### config.mk
export PLATFORM = sky130hd
export DESIGN_NAME = gpr_partition_map
export DESIGN_NICKNAME = d
export VERILOG_FILES = /design/src/core/gpr_map_pkg.sv /design/src/core/gpr_partition_map.sv
export SDC_FILE = /design/constraint.sdc
export NUM_CORES = 1
export LEC_CHECK = 0
export BUFFER_PORTS_ARGS = -buffer_cell sky130_fd_sc_hd__buf_2
export CAP_MARGIN = 20
export CORE_MARGIN = 8
export CORE_UTILIZATION = 60
export CTS_CLUSTER_DIAMETER = 60
export DETAILED_ROUTE_END_ITERATION = 10
export PLACE_DENSITY = 0.8
export SETUP_SLACK_MARGIN = 0.02
export SLEW_MARGIN = 40
export SYNTH_ARGS = -nofsm -noshare
export SYNTH_HDL_FRONTEND = slang
export SYNTH_SLANG_ARGS = --single-unit
export TNS_END_PERCENT = 1
### constraint.sdc
create_clock -name i_sys_clk -period 9.4 [get_ports i_sys_clk]
set_clock_uncertainty 0.05 [all_clocks]
set_input_delay 1.88 -clock i_sys_clk [delete_from_list [all_inputs] [get_ports i_sys_clk]]
set_output_delay 1.88 -clock i_sys_clk [all_outputs]
set_load 0.05 [all_outputs]
### src/core/gpr_map_pkg.sv
/*
  Constants for the shared register partition map: APB offsets, field
  positions, reset values, widths and operand addressing modes.
  Assumes a 32-bit APB master and a single core clock.
*/
package gpr_map_pkg;
  // Widths
  localparam int NUM_W = 7;
  localparam int PHYS_W = 9;
  localparam int AR_W = 9;
  localparam int CNT_W = 7;
  localparam int MODE_W = 2;
  // Register file layout
  localparam logic [7:0] LOW_REGS = 8'h80;
  // Operand addressing modes
  localparam logic [1:0] MODE_REL = 2'h0;
  localparam logic [1:0] MODE_REL_OFF = 2'h1;
  localparam logic [1:0] MODE_ABS = 2'h2;
  localparam logic [1:0] MODE_ABS_IDX = 2'h3;
  // APB offsets
  localparam logic [7:0] CTRL_OFS = 8'h00;
  localparam logic [7:0] STATUS_OFS = 8'h04;
  localparam logic [7:0] PRIV_BASE_OFS = 8'h08;
  // Control fields
  localparam int CTRL_SC_LSB = 0;
  localparam int CTRL_TC_LSB = 8;
  localparam int CTRL_DYN_BIT = 16;
  // Status fields
  localparam int ST_CFG_ERR_BIT = 0;
  localparam int ST_FIRST_KNOWN_BIT = 1;
  localparam int ST_FIRST_PIPE_BIT = 2;
  localparam int ST_AR_VALID_BIT = 3;
  localparam int ST_AR_LSB = 16;
  // Reset values
  localparam logic [CNT_W-1:0] SC_RST = 7'h00;
  localparam logic [CNT_W-1:0] TC_RST = 7'h04;
  localparam logic DYN_RST = 1'b0;
endpackage : gpr_map_pkg

### src/core/gpr_partition_map.sv
/*
  Operand address translation for a partitioned register file: shared pool,
  two clause-temporary sections (even and odd slot) and private registers,
  plus shared read/write conflict stall and an APB configuration slave.
  Assumes the scheduler re-issues an instruction answered with a stall, and
  that software drains the kernel pipeline before changing the counts.
*/
// Function
// [RULE_01] Absolute mode uses the register number 0..127 directly, no wavefront base.
// [RULE_02] Other modes add the issuing wavefront's base to form a private address.
// [RULE_03] Each source and destination operand picks its own addressing mode.
// [RULE_04] Shared count never exceeds 128 minus twice the temporary count.
// [RULE_05] Shared registers are removed from the private allocation pool.
// [RULE_06] Software programs the shared register count before using the pool.
// [RULE_07] Indexed modes: register plus instruction offset, or absolute plus index X.
// [RULE_08] Software loads index X with a move-to-index before indexed use.
// [RULE_09] Even and odd slots own separate clause-temporary sections.
// [RULE_10] Top operand numbers map to temporaries ascending; 124..127 give 0..3.
// [RULE_11] Temporary contents are not relied on past the end of a clause.
// [RULE_12] Cross-slot shared read after write in one group stalls one wavefront.
// [RULE_13] First slot given a wavefront is odd, the other slot even.
// [RULE_14] Physical order is shared, temporaries, private; absolute index reaches temps.
// [RULE_15] Shared pool and temporaries stay within the lowest 128 registers.
// [RULE_16] Software drains the pipeline before changing shared or temporary counts.
// [RULE_17] Software initialises shared and temporary registers before use.
// [RULE_18] Shared registers are available only in dynamic allocation mode.
// [RULE_19] Index register is 9 bits, set by move-to-index, kept one clause.
// [RULE_20] Four temporaries are reserved by default; the count is programmable.
// [RULE_21] With N temporaries the top N numbers select temporaries 0..N-1 per slot.
module gpr_partition_map #(
  parameter int NOPS = 3
) (
  // Clock, reset, enable
  input wire logic i_sys_clk,
  input wire logic i_srst,
  input wire logic i_ce,
  // APB slave
  input wire logic i_psel,
  input wire logic i_penable,
  input wire logic i_pwrite,
  input wire logic [7:0] i_paddr,
  input wire logic [31:0] i_pwdata,
  output logic o_pready,
  output logic [31:0] o_prdata,
  output logic o_pslverr,
  // Instruction issue; operand NOPS-1 is the destination
  input wire logic i_issue_valid,
  input wire logic i_issue_pipe,
  input wire logic [gpr_map_pkg::PHYS_W-1:0] i_wave_base,
  input wire logic [NOPS*gpr_map_pkg::NUM_W-1:0] i_op_num,
  input wire logic [NOPS*gpr_map_pkg::MODE_W-1:0] i_op_mode,
  input wire logic [NOPS*gpr_map_pkg::NUM_W-1:0] i_op_offset,
  // Index register load and clause end
  input wire logic i_move_to_index_reg,
  input wire logic [gpr_map_pkg::AR_W-1:0] i_index_value,
  input wire logic i_clause_end,
  // Resolved addresses
  output logic o_res_valid,
  output logic o_res_stall,
  output logic o_res_odd,
  output logic o_res_mode_err,
  output logic o_res_range_err,
  output logic [NOPS*gpr_map_pkg::PHYS_W-1:0] o_res_addr
);
  import gpr_map_pkg::*;

  if (NOPS < 2 || NOPS > 8) begin : g_bad_nops
    $error("NOPS must be 2..8");
  end

  typedef struct packed {
    logic [CNT_W-1:0] sc;
    logic [CNT_W-1:0] tc;
    logic dyn;
    logic cfg_err;
    logic [AR_W-1:0] address_index_x;
    logic ar_valid;
    logic first_known;
    logic first_pipe;
    logic pready;
    logic [31:0] prdata;
    logic pslverr;
    logic res_valid;
    logic res_stall;
    logic res_odd;
    logic res_mode_err;
    logic res_range_err;
    logic [NOPS*PHYS_W-1:0] res_addr;
    logic wr_pend;
    logic wr_odd;
    logic [PHYS_W-1:0] wr_addr;
  } state_t;

  state_t st_r;
  state_t st_nxt;

  // Resolve one operand to a 10-bit physical address; bit 9 flags overflow
  function automatic logic [PHYS_W:0] resolve(input logic [NUM_W-1:0] num,
      input logic [MODE_W-1:0] mode, input logic [NUM_W-1:0] off,
      input logic [CNT_W-1:0] sc, input logic [CNT_W-1:0] tc, input logic odd,
      input logic [PHYS_W-1:0] base, input logic [AR_W-1:0] arx, input logic dyn);
    logic [PHYS_W:0] a;
    logic [7:0] top;
    a = '0;
    top = LOW_REGS - {1'b0, tc};
    if (dyn && mode == MODE_ABS) begin
      a = {3'h0, num}; // [RULE_01]
    end else if (dyn && mode == MODE_ABS_IDX) begin
      a = {3'h0, num} + {1'b0, arx}; // [RULE_07] [RULE_14]
    end else if ({1'b0, num} >= top) begin
      // Even section first, odd section after it
      a = {3'h0, sc} + (odd ? {3'h0, tc} : 10'h000)
          + ({3'h0, num} - {2'h0, top}); // [RULE_09] [RULE_10] [RULE_21]
    end else begin
      a = {3'h0, sc} + {2'h0, tc, 1'b0} + {1'b0, base} + {3'h0, num}; // [RULE_02] [RULE_05]
      if (mode == MODE_REL_OFF) begin
        a = a + {3'h0, off}; // [RULE_07]
      end
    end
    return a;
  endfunction : resolve

  logic [NOPS*(PHYS_W+1)-1:0] addr_w;
  logic issue_odd;
  assign issue_odd = !st_r.first_known || (i_issue_pipe == st_r.first_pipe); // [RULE_13]

  // Per-operand translation, each with its own mode
  genvar g;
  generate
    for (g = 0; g < NOPS; g++) begin : g_op
      assign addr_w[g*(PHYS_W+1) +: PHYS_W+1] = resolve(i_op_num[g*NUM_W +: NUM_W],
          i_op_mode[g*MODE_W +: MODE_W], i_op_offset[g*NUM_W +: NUM_W], st_r.sc, st_r.tc,
          issue_odd, i_wave_base, st_r.address_index_x, st_r.dyn); // [RULE_03]
    end
  endgenerate

  logic apb_setup;
  logic [8:0] ctrl_sum;
  assign apb_setup = i_psel && !i_penable && !st_r.pready;
  // Nine bits so that large counts cannot wrap below the limit
  assign ctrl_sum = {2'h0, i_pwdata[CTRL_SC_LSB +: CNT_W]}
      + {1'b0, i_pwdata[CTRL_TC_LSB +: CNT_W], 1'b0};

  always_comb begin
    logic conflict;
    logic range_err;
    logic mode_err;
    logic [PHYS_W:0] a;
    logic [MODE_W-1:0] m;
    conflict = 1'b0;
    range_err = 1'b0;
    mode_err = 1'b0;
    a = '0;
    m = '0;
    st_nxt = st_r;
    // APB slave: answer in the first access cycle
    st_nxt.pready = apb_setup;
    st_nxt.pslverr = 1'b0;
    st_nxt.prdata = 32'h0000_0000;
    if (apb_setup) begin
      case (i_paddr)
        CTRL_OFS: begin
          st_nxt.prdata[CTRL_SC_LSB +: CNT_W] = st_r.sc;
          st_nxt.prdata[CTRL_TC_LSB +: CNT_W] = st_r.tc;
          st_nxt.prdata[CTRL_DYN_BIT] = st_r.dyn;
          if (i_pwrite) begin
            if (ctrl_sum <= {1'b0, LOW_REGS}) begin
              st_nxt.sc = i_pwdata[CTRL_SC_LSB +: CNT_W]; // [RULE_04] [RULE_15] [RULE_20]
              st_nxt.tc = i_pwdata[CTRL_TC_LSB +: CNT_W];
              st_nxt.dyn = i_pwdata[CTRL_DYN_BIT];
              st_nxt.cfg_err = 1'b0;
            end else begin
              st_nxt.cfg_err = 1'b1; // [RULE_04]
              st_nxt.pslverr = 1'b1;
            end
          end
        end
        STATUS_OFS: begin
          st_nxt.prdata[ST_CFG_ERR_BIT] = st_r.cfg_err;
          st_nxt.prdata[ST_FIRST_KNOWN_BIT] = st_r.first_known;
          st_nxt.prdata[ST_FIRST_PIPE_BIT] = st_r.first_pipe;
          st_nxt.prdata[ST_AR_VALID_BIT] = st_r.ar_valid;
          st_nxt.prdata[ST_AR_LSB +: AR_W] = st_r.address_index_x;
          st_nxt.pslverr = i_pwrite;
        end
        PRIV_BASE_OFS: begin
          st_nxt.prdata[7:0] = {1'b0, st_r.sc} + {st_r.tc, 1'b0}; // [RULE_05]
          st_nxt.pslverr = i_pwrite;
        end
        default: begin
          st_nxt.pslverr = 1'b1;
        end
      endcase
    end
    // Index register lives for one clause
    if (i_clause_end) begin
      st_nxt.address_index_x = '0; // [RULE_19] [RULE_11]
      st_nxt.ar_valid = 1'b0;
    end else if (i_move_to_index_reg) begin
      st_nxt.address_index_x = i_index_value; // [RULE_19]
      st_nxt.ar_valid = 1'b1;
    end
    // Issue: shared read by the other slot right after a shared write stalls
    for (int k = 0; k < NOPS; k++) begin
      a = addr_w[k*(PHYS_W+1) +: PHYS_W+1];
      m = i_op_mode[k*MODE_W +: MODE_W];
      if (a[PHYS_W]) begin
        range_err = 1'b1;
      end
      if (!st_r.dyn && m[1]) begin
        mode_err = 1'b1; // [RULE_18]
      end
      if (k < NOPS-1 && st_r.wr_pend && st_r.wr_odd != issue_odd && st_r.dyn && m[1]
          && a[PHYS_W-1:0] == st_r.wr_addr) begin
        conflict = 1'b1; // [RULE_12]
      end
    end
    st_nxt.wr_pend = 1'b0;
    st_nxt.res_valid = 1'b0;
    st_nxt.res_stall = 1'b0;
    if (i_issue_valid) begin
      st_nxt.res_addr = '0;
      for (int k = 0; k < NOPS; k++) begin
        st_nxt.res_addr[k*PHYS_W +: PHYS_W] = addr_w[k*(PHYS_W+1) +: PHYS_W];
      end
      st_nxt.res_odd = issue_odd;
      st_nxt.res_mode_err = mode_err;
      st_nxt.res_range_err = range_err;
      st_nxt.res_stall = conflict; // [RULE_12]
      st_nxt.res_valid = !conflict;
      if (!st_r.first_known) begin
        st_nxt.first_known = 1'b1; // [RULE_13]
        st_nxt.first_pipe = i_issue_pipe;
      end
      a = addr_w[(NOPS-1)*(PHYS_W+1) +: PHYS_W+1];
      m = i_op_mode[(NOPS-1)*MODE_W +: MODE_W];
      if (!conflict && st_r.dyn && m[1] && {1'b0, a} < {4'h0, st_r.sc}) begin
        st_nxt.wr_pend = 1'b1; // [RULE_12]
        st_nxt.wr_odd = issue_odd;
        st_nxt.wr_addr = a[PHYS_W-1:0];
      end
    end
  end

  always_ff @(posedge i_sys_clk) begin
    if (i_srst) begin
      st_r <= '0;
      st_r.sc <= SC_RST;
      st_r.tc <= TC_RST; // [RULE_20]
      st_r.dyn <= DYN_RST;
    end else if (i_ce) begin
      st_r <= st_nxt;
    end
  end

  assign o_pready = st_r.pready;
  assign o_prdata = st_r.prdata;
  assign o_pslverr = st_r.pslverr;
  assign o_res_valid = st_r.res_valid;
  assign o_res_stall = st_r.res_stall;
  assign o_res_odd = st_r.res_odd;
  assign o_res_mode_err = st_r.res_mode_err;
  assign o_res_range_err = st_r.res_range_err;
  assign o_res_addr = st_r.res_addr;
endmodule : gpr_partition_map

==> impl.org <==
** Timing
- Of the available clock period, the critical path in the final layout requires 0.856.
- At the pin with the least slew margin, the transition time is 0.766 ns.
- Setup repair after global routing left no endpoint under its margin.
- Setup-failing EPs final :: 0
- F_max :: about 0.12 GHz
- The final count of pins violating max slew is 0.
- In the final timing run, aggregate negative setup slack is 0 ns.
- Final Critical Period :: approximately 8.0 ns
- The hold violation total from the final report came to 0.
- Relative max-transition margin :: 0.486

** Final layout
- In the final layout, the share of cells above drive strength 1 is 0.131.
- The area growth from synthesis to layout is 7.34%.
- Non-Filler Cell Area, Final :: around 13000 sq um
- Net count of the finished layout :: between 1500 and 2000

** Synthesis
- Mean instance size in the synthesized netlist :: between 7 and 8 sq um
- Number of warnings reported in the yosys synthesis log :: 0
- Primary flip-flop cell chosen by synthesis mapping :: sky130_fd_sc_hd__dfxtp_1
- Counting flops with a built-in enable in the synthesized netlist gives 0.
- Of all cell types, the one taking the most synthesized area is sky130_fd_sc_hd__dfxtp_1.
- Area share of the largest cell type after synthesis :: 0.159
- In this run, synthesis produced a sequential element count of 97.
- For this run, the register share of the synthesized area comes to 0.159.
- Synthesis produced a netlist whose cell count is between 1500 and 2000.
- The mapped netlist covers around 12000 sq um.
- Sorting the synthesized cells by area gives the leading types as sky130_fd_sc_hd__dfxtp_1 (16%), sky130_fd_sc_hd__ha_1 (15%), sky130_fd_sc_hd__a21oi_1 (5.6%), sky130_fd_sc_hd__xnor2_1 (5.1%), sky130_fd_sc_hd__nor2_1 (4.6%).
- Proportion of synthesized flip-flops having asynchronous set or reset :: 0
- Distinct cells, synth :: 87

** Critical path
- Launching element type of the critical path :: primary input
- Worst Path Arrival :: between 8 and 9 ns
- The most critical setup path has its startpoint at i_wave_base[1].
- Highest fanout seen on the critical path :: 8
- Critical path destination :: o_res_valid
- Kind of capture point of the worst setup path :: register
- The number of cells on the worst reg-to-reg path is 22.
- The worst register-to-register path has a setup slack of 2.38 ns.
- Required time at the endpoint of the critical path :: approximately 9.6 ns
- The worst register-to-register path ends at o_res_valid.
- Crit path kind :: in2reg
- The startpoint identified for the worst register-to-register timing path is st_r[91].

** Hold path
- The tightest min-delay check is of the reg2reg type.

** Floorplanning
- The die is about 160 microns tall.
- Area enclosed by the die boundary :: 25100 sq um
- Die Wd :: 159 microns
- In this run the standard cell core region covers 20100 sq um.
- approximately 180 I/O pins were placed.
- Initial Utilization :: 0.606
- Count of standard-cell rows :: 52

** Clock tree
- TritonCTS built the clock tree.
- The root buffer cell chosen for the clock tree is sky130_fd_sc_hd__clkbuf_16.
- Total setup buffers inserted after CTS :: 0
- # hold bufs at CTS :: 0
- Buffer levels on the longest clock path :: 2
- Number of buffers added by the clock tree synthesis step :: 9
- Total number of H-tree levels :: 3
- Post-cts repair resize count :: 0
- Sink Count :: 97
- The clock reaches the later pin of the worst-skew pair after between 0.3 and 0.4 ns.
- Clock Pin Slew Worst Setup and Hold Paths :: ~0.07 ns

** Drt
- The detail route stage leaves a number of antenna-violating nets equal to 0.
- In this run, the number of DRC markers left after iteration 0 of detailed routing was around 1200.
- Routed met2 length :: approximately 18000 microns
- In this run the top signal layer used is met5.
- Avg WL per Cell :: 20.1 microns
- Count of unresolved DRC violations after routing :: 0
- The first detailed-routing pass ran for 6 iterations.
- Detailed routing placed a total of 2790 microns of wire on met3.
- For this block, wires on met1 add up to 15700 microns.
- Wires add up to just under 40000 microns.
- Vias :: between 10000 and 15000
- After detailed routing, the number of vias per cell comes to around 6.3.

** Global routing
- The via count of the first global-routing pass is between 10000 and 15000.
- The first global-routing pass estimated roughly 60000 microns of wire.
- For this run, the total global-route usage over all layers was measured as 0.300.
- Maximum number of pins on one net before global-route repair :: 100
- After global routing the overflow that remains totals 0.
- Antenna violations before repair :: 1

** Run status
- The run finished with clean final reports.

** Pwr
- Reported leakage power :: a little under 6 nW
- In this run the power density over the cells is around 120 nW/um^2.
- VDD sags by at most 89.9 uV.

** Placed design
- Port buffering added approximately 160 buffers.
- DP HPWL :: 31100 microns
- At the end of routability-driven placement, the weighted congestion stood at 0.974.
- After detailed placement, the total cell area comes to approximately 13000 sq um.

** Flow run
- Max-cap violations in this run came to 0.
==> metal layers <==
layer	track usage	vias up
li1	-	5846
met1	0.369	5693
met2	0.515	500
met3	0.0353	110
met4	0.135	2
met5	0	-
==> cells in the final DEF, fill, tap and decap left out, types with 11 or more instances in the layout <==
master	synthesis	layout
sky130_fd_sc_hd__nand3_1	35	35
sky130_fd_sc_hd__mux2i_1	35	35
sky130_fd_sc_hd__nor2b_1	33	33
sky130_fd_sc_hd__a31oi_1	12	11
sky130_fd_sc_hd__nor4_1	16	15
sky130_fd_sc_hd__a22oi_1	21	21
sky130_fd_sc_hd__o211ai_1	15	15
sky130_fd_sc_hd__o21bai_1	16	16
sky130_fd_sc_hd__nor3_1	38	38
sky130_fd_sc_hd__nand2_1	97	97
sky130_fd_sc_hd__buf_2	1	156
sky130_fd_sc_hd__xnor2_1	71	71
sky130_fd_sc_hd__nand2b_1	21	21
sky130_fd_sc_hd__ha_1	144	144
sky130_fd_sc_hd__fa_1	25	25
sky130_fd_sc_hd__nand4_1	12	12
sky130_fd_sc_hd__inv_1	90	89
sky130_fd_sc_hd__and2_1	12	12
sky130_fd_sc_hd__o21ai_0	71	70
sky130_fd_sc_hd__a211oi_1	38	38
sky130_fd_sc_hd__dfxtp_1	97	97
sky130_fd_sc_hd__nor2_1	148	148
sky130_fd_sc_hd__o21a_1	23	23
sky130_fd_sc_hd__or3_1	12	12
sky130_fd_sc_hd__xor2_1	30	30
sky130_fd_sc_hd__a21o_1	33	33
sky130_fd_sc_hd__nor3b_1	12	12
sky130_fd_sc_hd__a21oi_1	136	136
==> power by group <==
part | switching, mW | total [mW] | leakage [nW] | internal (mW)
Sequential | 0.0114 | 0.436 | 0.788 | 0.424
Combinational | 0.427 | 0.688 | 4.95 | 0.261
Clock | 0.174 | 0.386 | 0.146 | 0.212
Total | 0.612 | 1.51 | 5.88 | 0.897
==> Yosys cell counts (25+ instances only) <==
| library cell | instances |
|---|---|
| sky130_fd_sc_hd__nor2_1 | 148 |
| sky130_fd_sc_hd__ha_1 | 144 |
| sky130_fd_sc_hd__a21oi_1 | 136 |
| sky130_fd_sc_hd__dfxtp_1 | 97 |
| sky130_fd_sc_hd__nand2_1 | 97 |
| sky130_fd_sc_hd__inv_1 | 90 |
| sky130_fd_sc_hd__o21ai_0 | 71 |
| sky130_fd_sc_hd__xnor2_1 | 71 |
| sky130_fd_sc_hd__buf_4 | 60 |
| sky130_fd_sc_hd__clkbuf_1 | 49 |
| sky130_fd_sc_hd__a211oi_1 | 38 |
| sky130_fd_sc_hd__nor3_1 | 38 |
| sky130_fd_sc_hd__mux2i_1 | 35 |
| sky130_fd_sc_hd__nand3_1 | 35 |
| sky130_fd_sc_hd__a21o_1 | 33 |
| sky130_fd_sc_hd__nor2b_1 | 33 |
| sky130_fd_sc_hd__xor2_1 | 30 |
| sky130_fd_sc_hd__fa_1 | 25 |
==> flip-flops by register name (all words and copies together) (netlist names) <==
signal,cells
st_r,39
o_res_addr,27
o_res_stall,1
o_res_range_err,1
o_res_valid,1
o_res_odd,1
o_res_mode_err,1
o_pslverr,1
o_pready,1
o_prdata,24
==> cells by family after synthesis <==
family,count (synthesis),share of synthesized area
xor+xnor,102,0.0744
buf+inv,205,0.0817
flops,97,0.159
fa+ha+maj,169,0.189
mux,38,0.0318
other cells,1,0.000308
compound gates,483,0.268
simple gates,479,0.195
==> critical path: stages <==
cell	delay, ns
sky130_fd_sc_hd__buf_2	0.12
sky130_fd_sc_hd__fa_1	0.53
sky130_fd_sc_hd__ha_1	0.17
sky130_fd_sc_hd__inv_1	0.05
sky130_fd_sc_hd__fa_1	0.39
sky130_fd_sc_hd__nor2b_1	0.24
sky130_fd_sc_hd__o21a_1	0.15
sky130_fd_sc_hd__nor2_1	0.04
sky130_fd_sc_hd__xnor2_1	0.54
sky130_fd_sc_hd__ha_1	0.38
sky130_fd_sc_hd__o2111ai_1	0.17
sky130_fd_sc_hd__a21boi_0	0.30
sky130_fd_sc_hd__nor2_1	0.11
sky130_fd_sc_hd__ha_1	0.36
sky130_fd_sc_hd__inv_1	0.09
sky130_fd_sc_hd__a221oi_1	0.51
sky130_fd_sc_hd__xnor3_1	0.39
sky130_fd_sc_hd__and4_1	0.24
sky130_fd_sc_hd__or4_4	0.44
sky130_fd_sc_hd__nor4_1	0.40
sky130_fd_sc_hd__mux2i_1	0.34
sky130_fd_sc_hd__a32oi_1	0.28
sky130_fd_sc_hd__nor2_1	0.05
==> metrics by stage <==
stage,std cells,util,total power [mW],setup WS [ns],hold slack (ns)
CTS,1918,0.651,1.50,1.38,0.405
floorplan,1581,-,0.955,2.16,0.382
finish,1919,0.651,1.51,1.35,0.402
detailed placement,1902,0.635,1.12,1.05,0.394
global placement,1902,0.634,1.10,1.24,0.390
global route,1918,0.651,1.59,0.939,0.431
==> worst min path at each step <==
stage / from / endpoint / slack, ns / cells past startpoint
after global placement: o_res_addr[16] / o_res_addr[16] / 0.39 / 2
after CTS: o_res_addr[21] / o_res_addr[21] / 0.40 / 2
final: o_res_addr[21] / o_res_addr[21] / 0.40 / 2
after floorplan: o_res_addr[16] / o_res_addr[16] / 0.38 / 2
after global routing: o_res_addr[4] / o_res_addr[4] / 0.43 / 2
after detailed placement: o_res_addr[16] / o_res_addr[16] / 0.39 / 2
==> final cells by class <==
| type | count | area, sq um |
|---|---|---|
| clock inverters | 7 | 85.1 |
| fillers | 1776 | 7020 |
| clock buffers | 9 | 225 |
| multi-input cells | 1279 | 9290 |
| well taps | 270 | 338 |
| flip-flops and latches | 97 | 1940 |
| diodes | 1 | 2.50 |
| inverters | 90 | 338 |
| repair buffers | 166 | 860 |
Power figures use the tool's default switching activity.
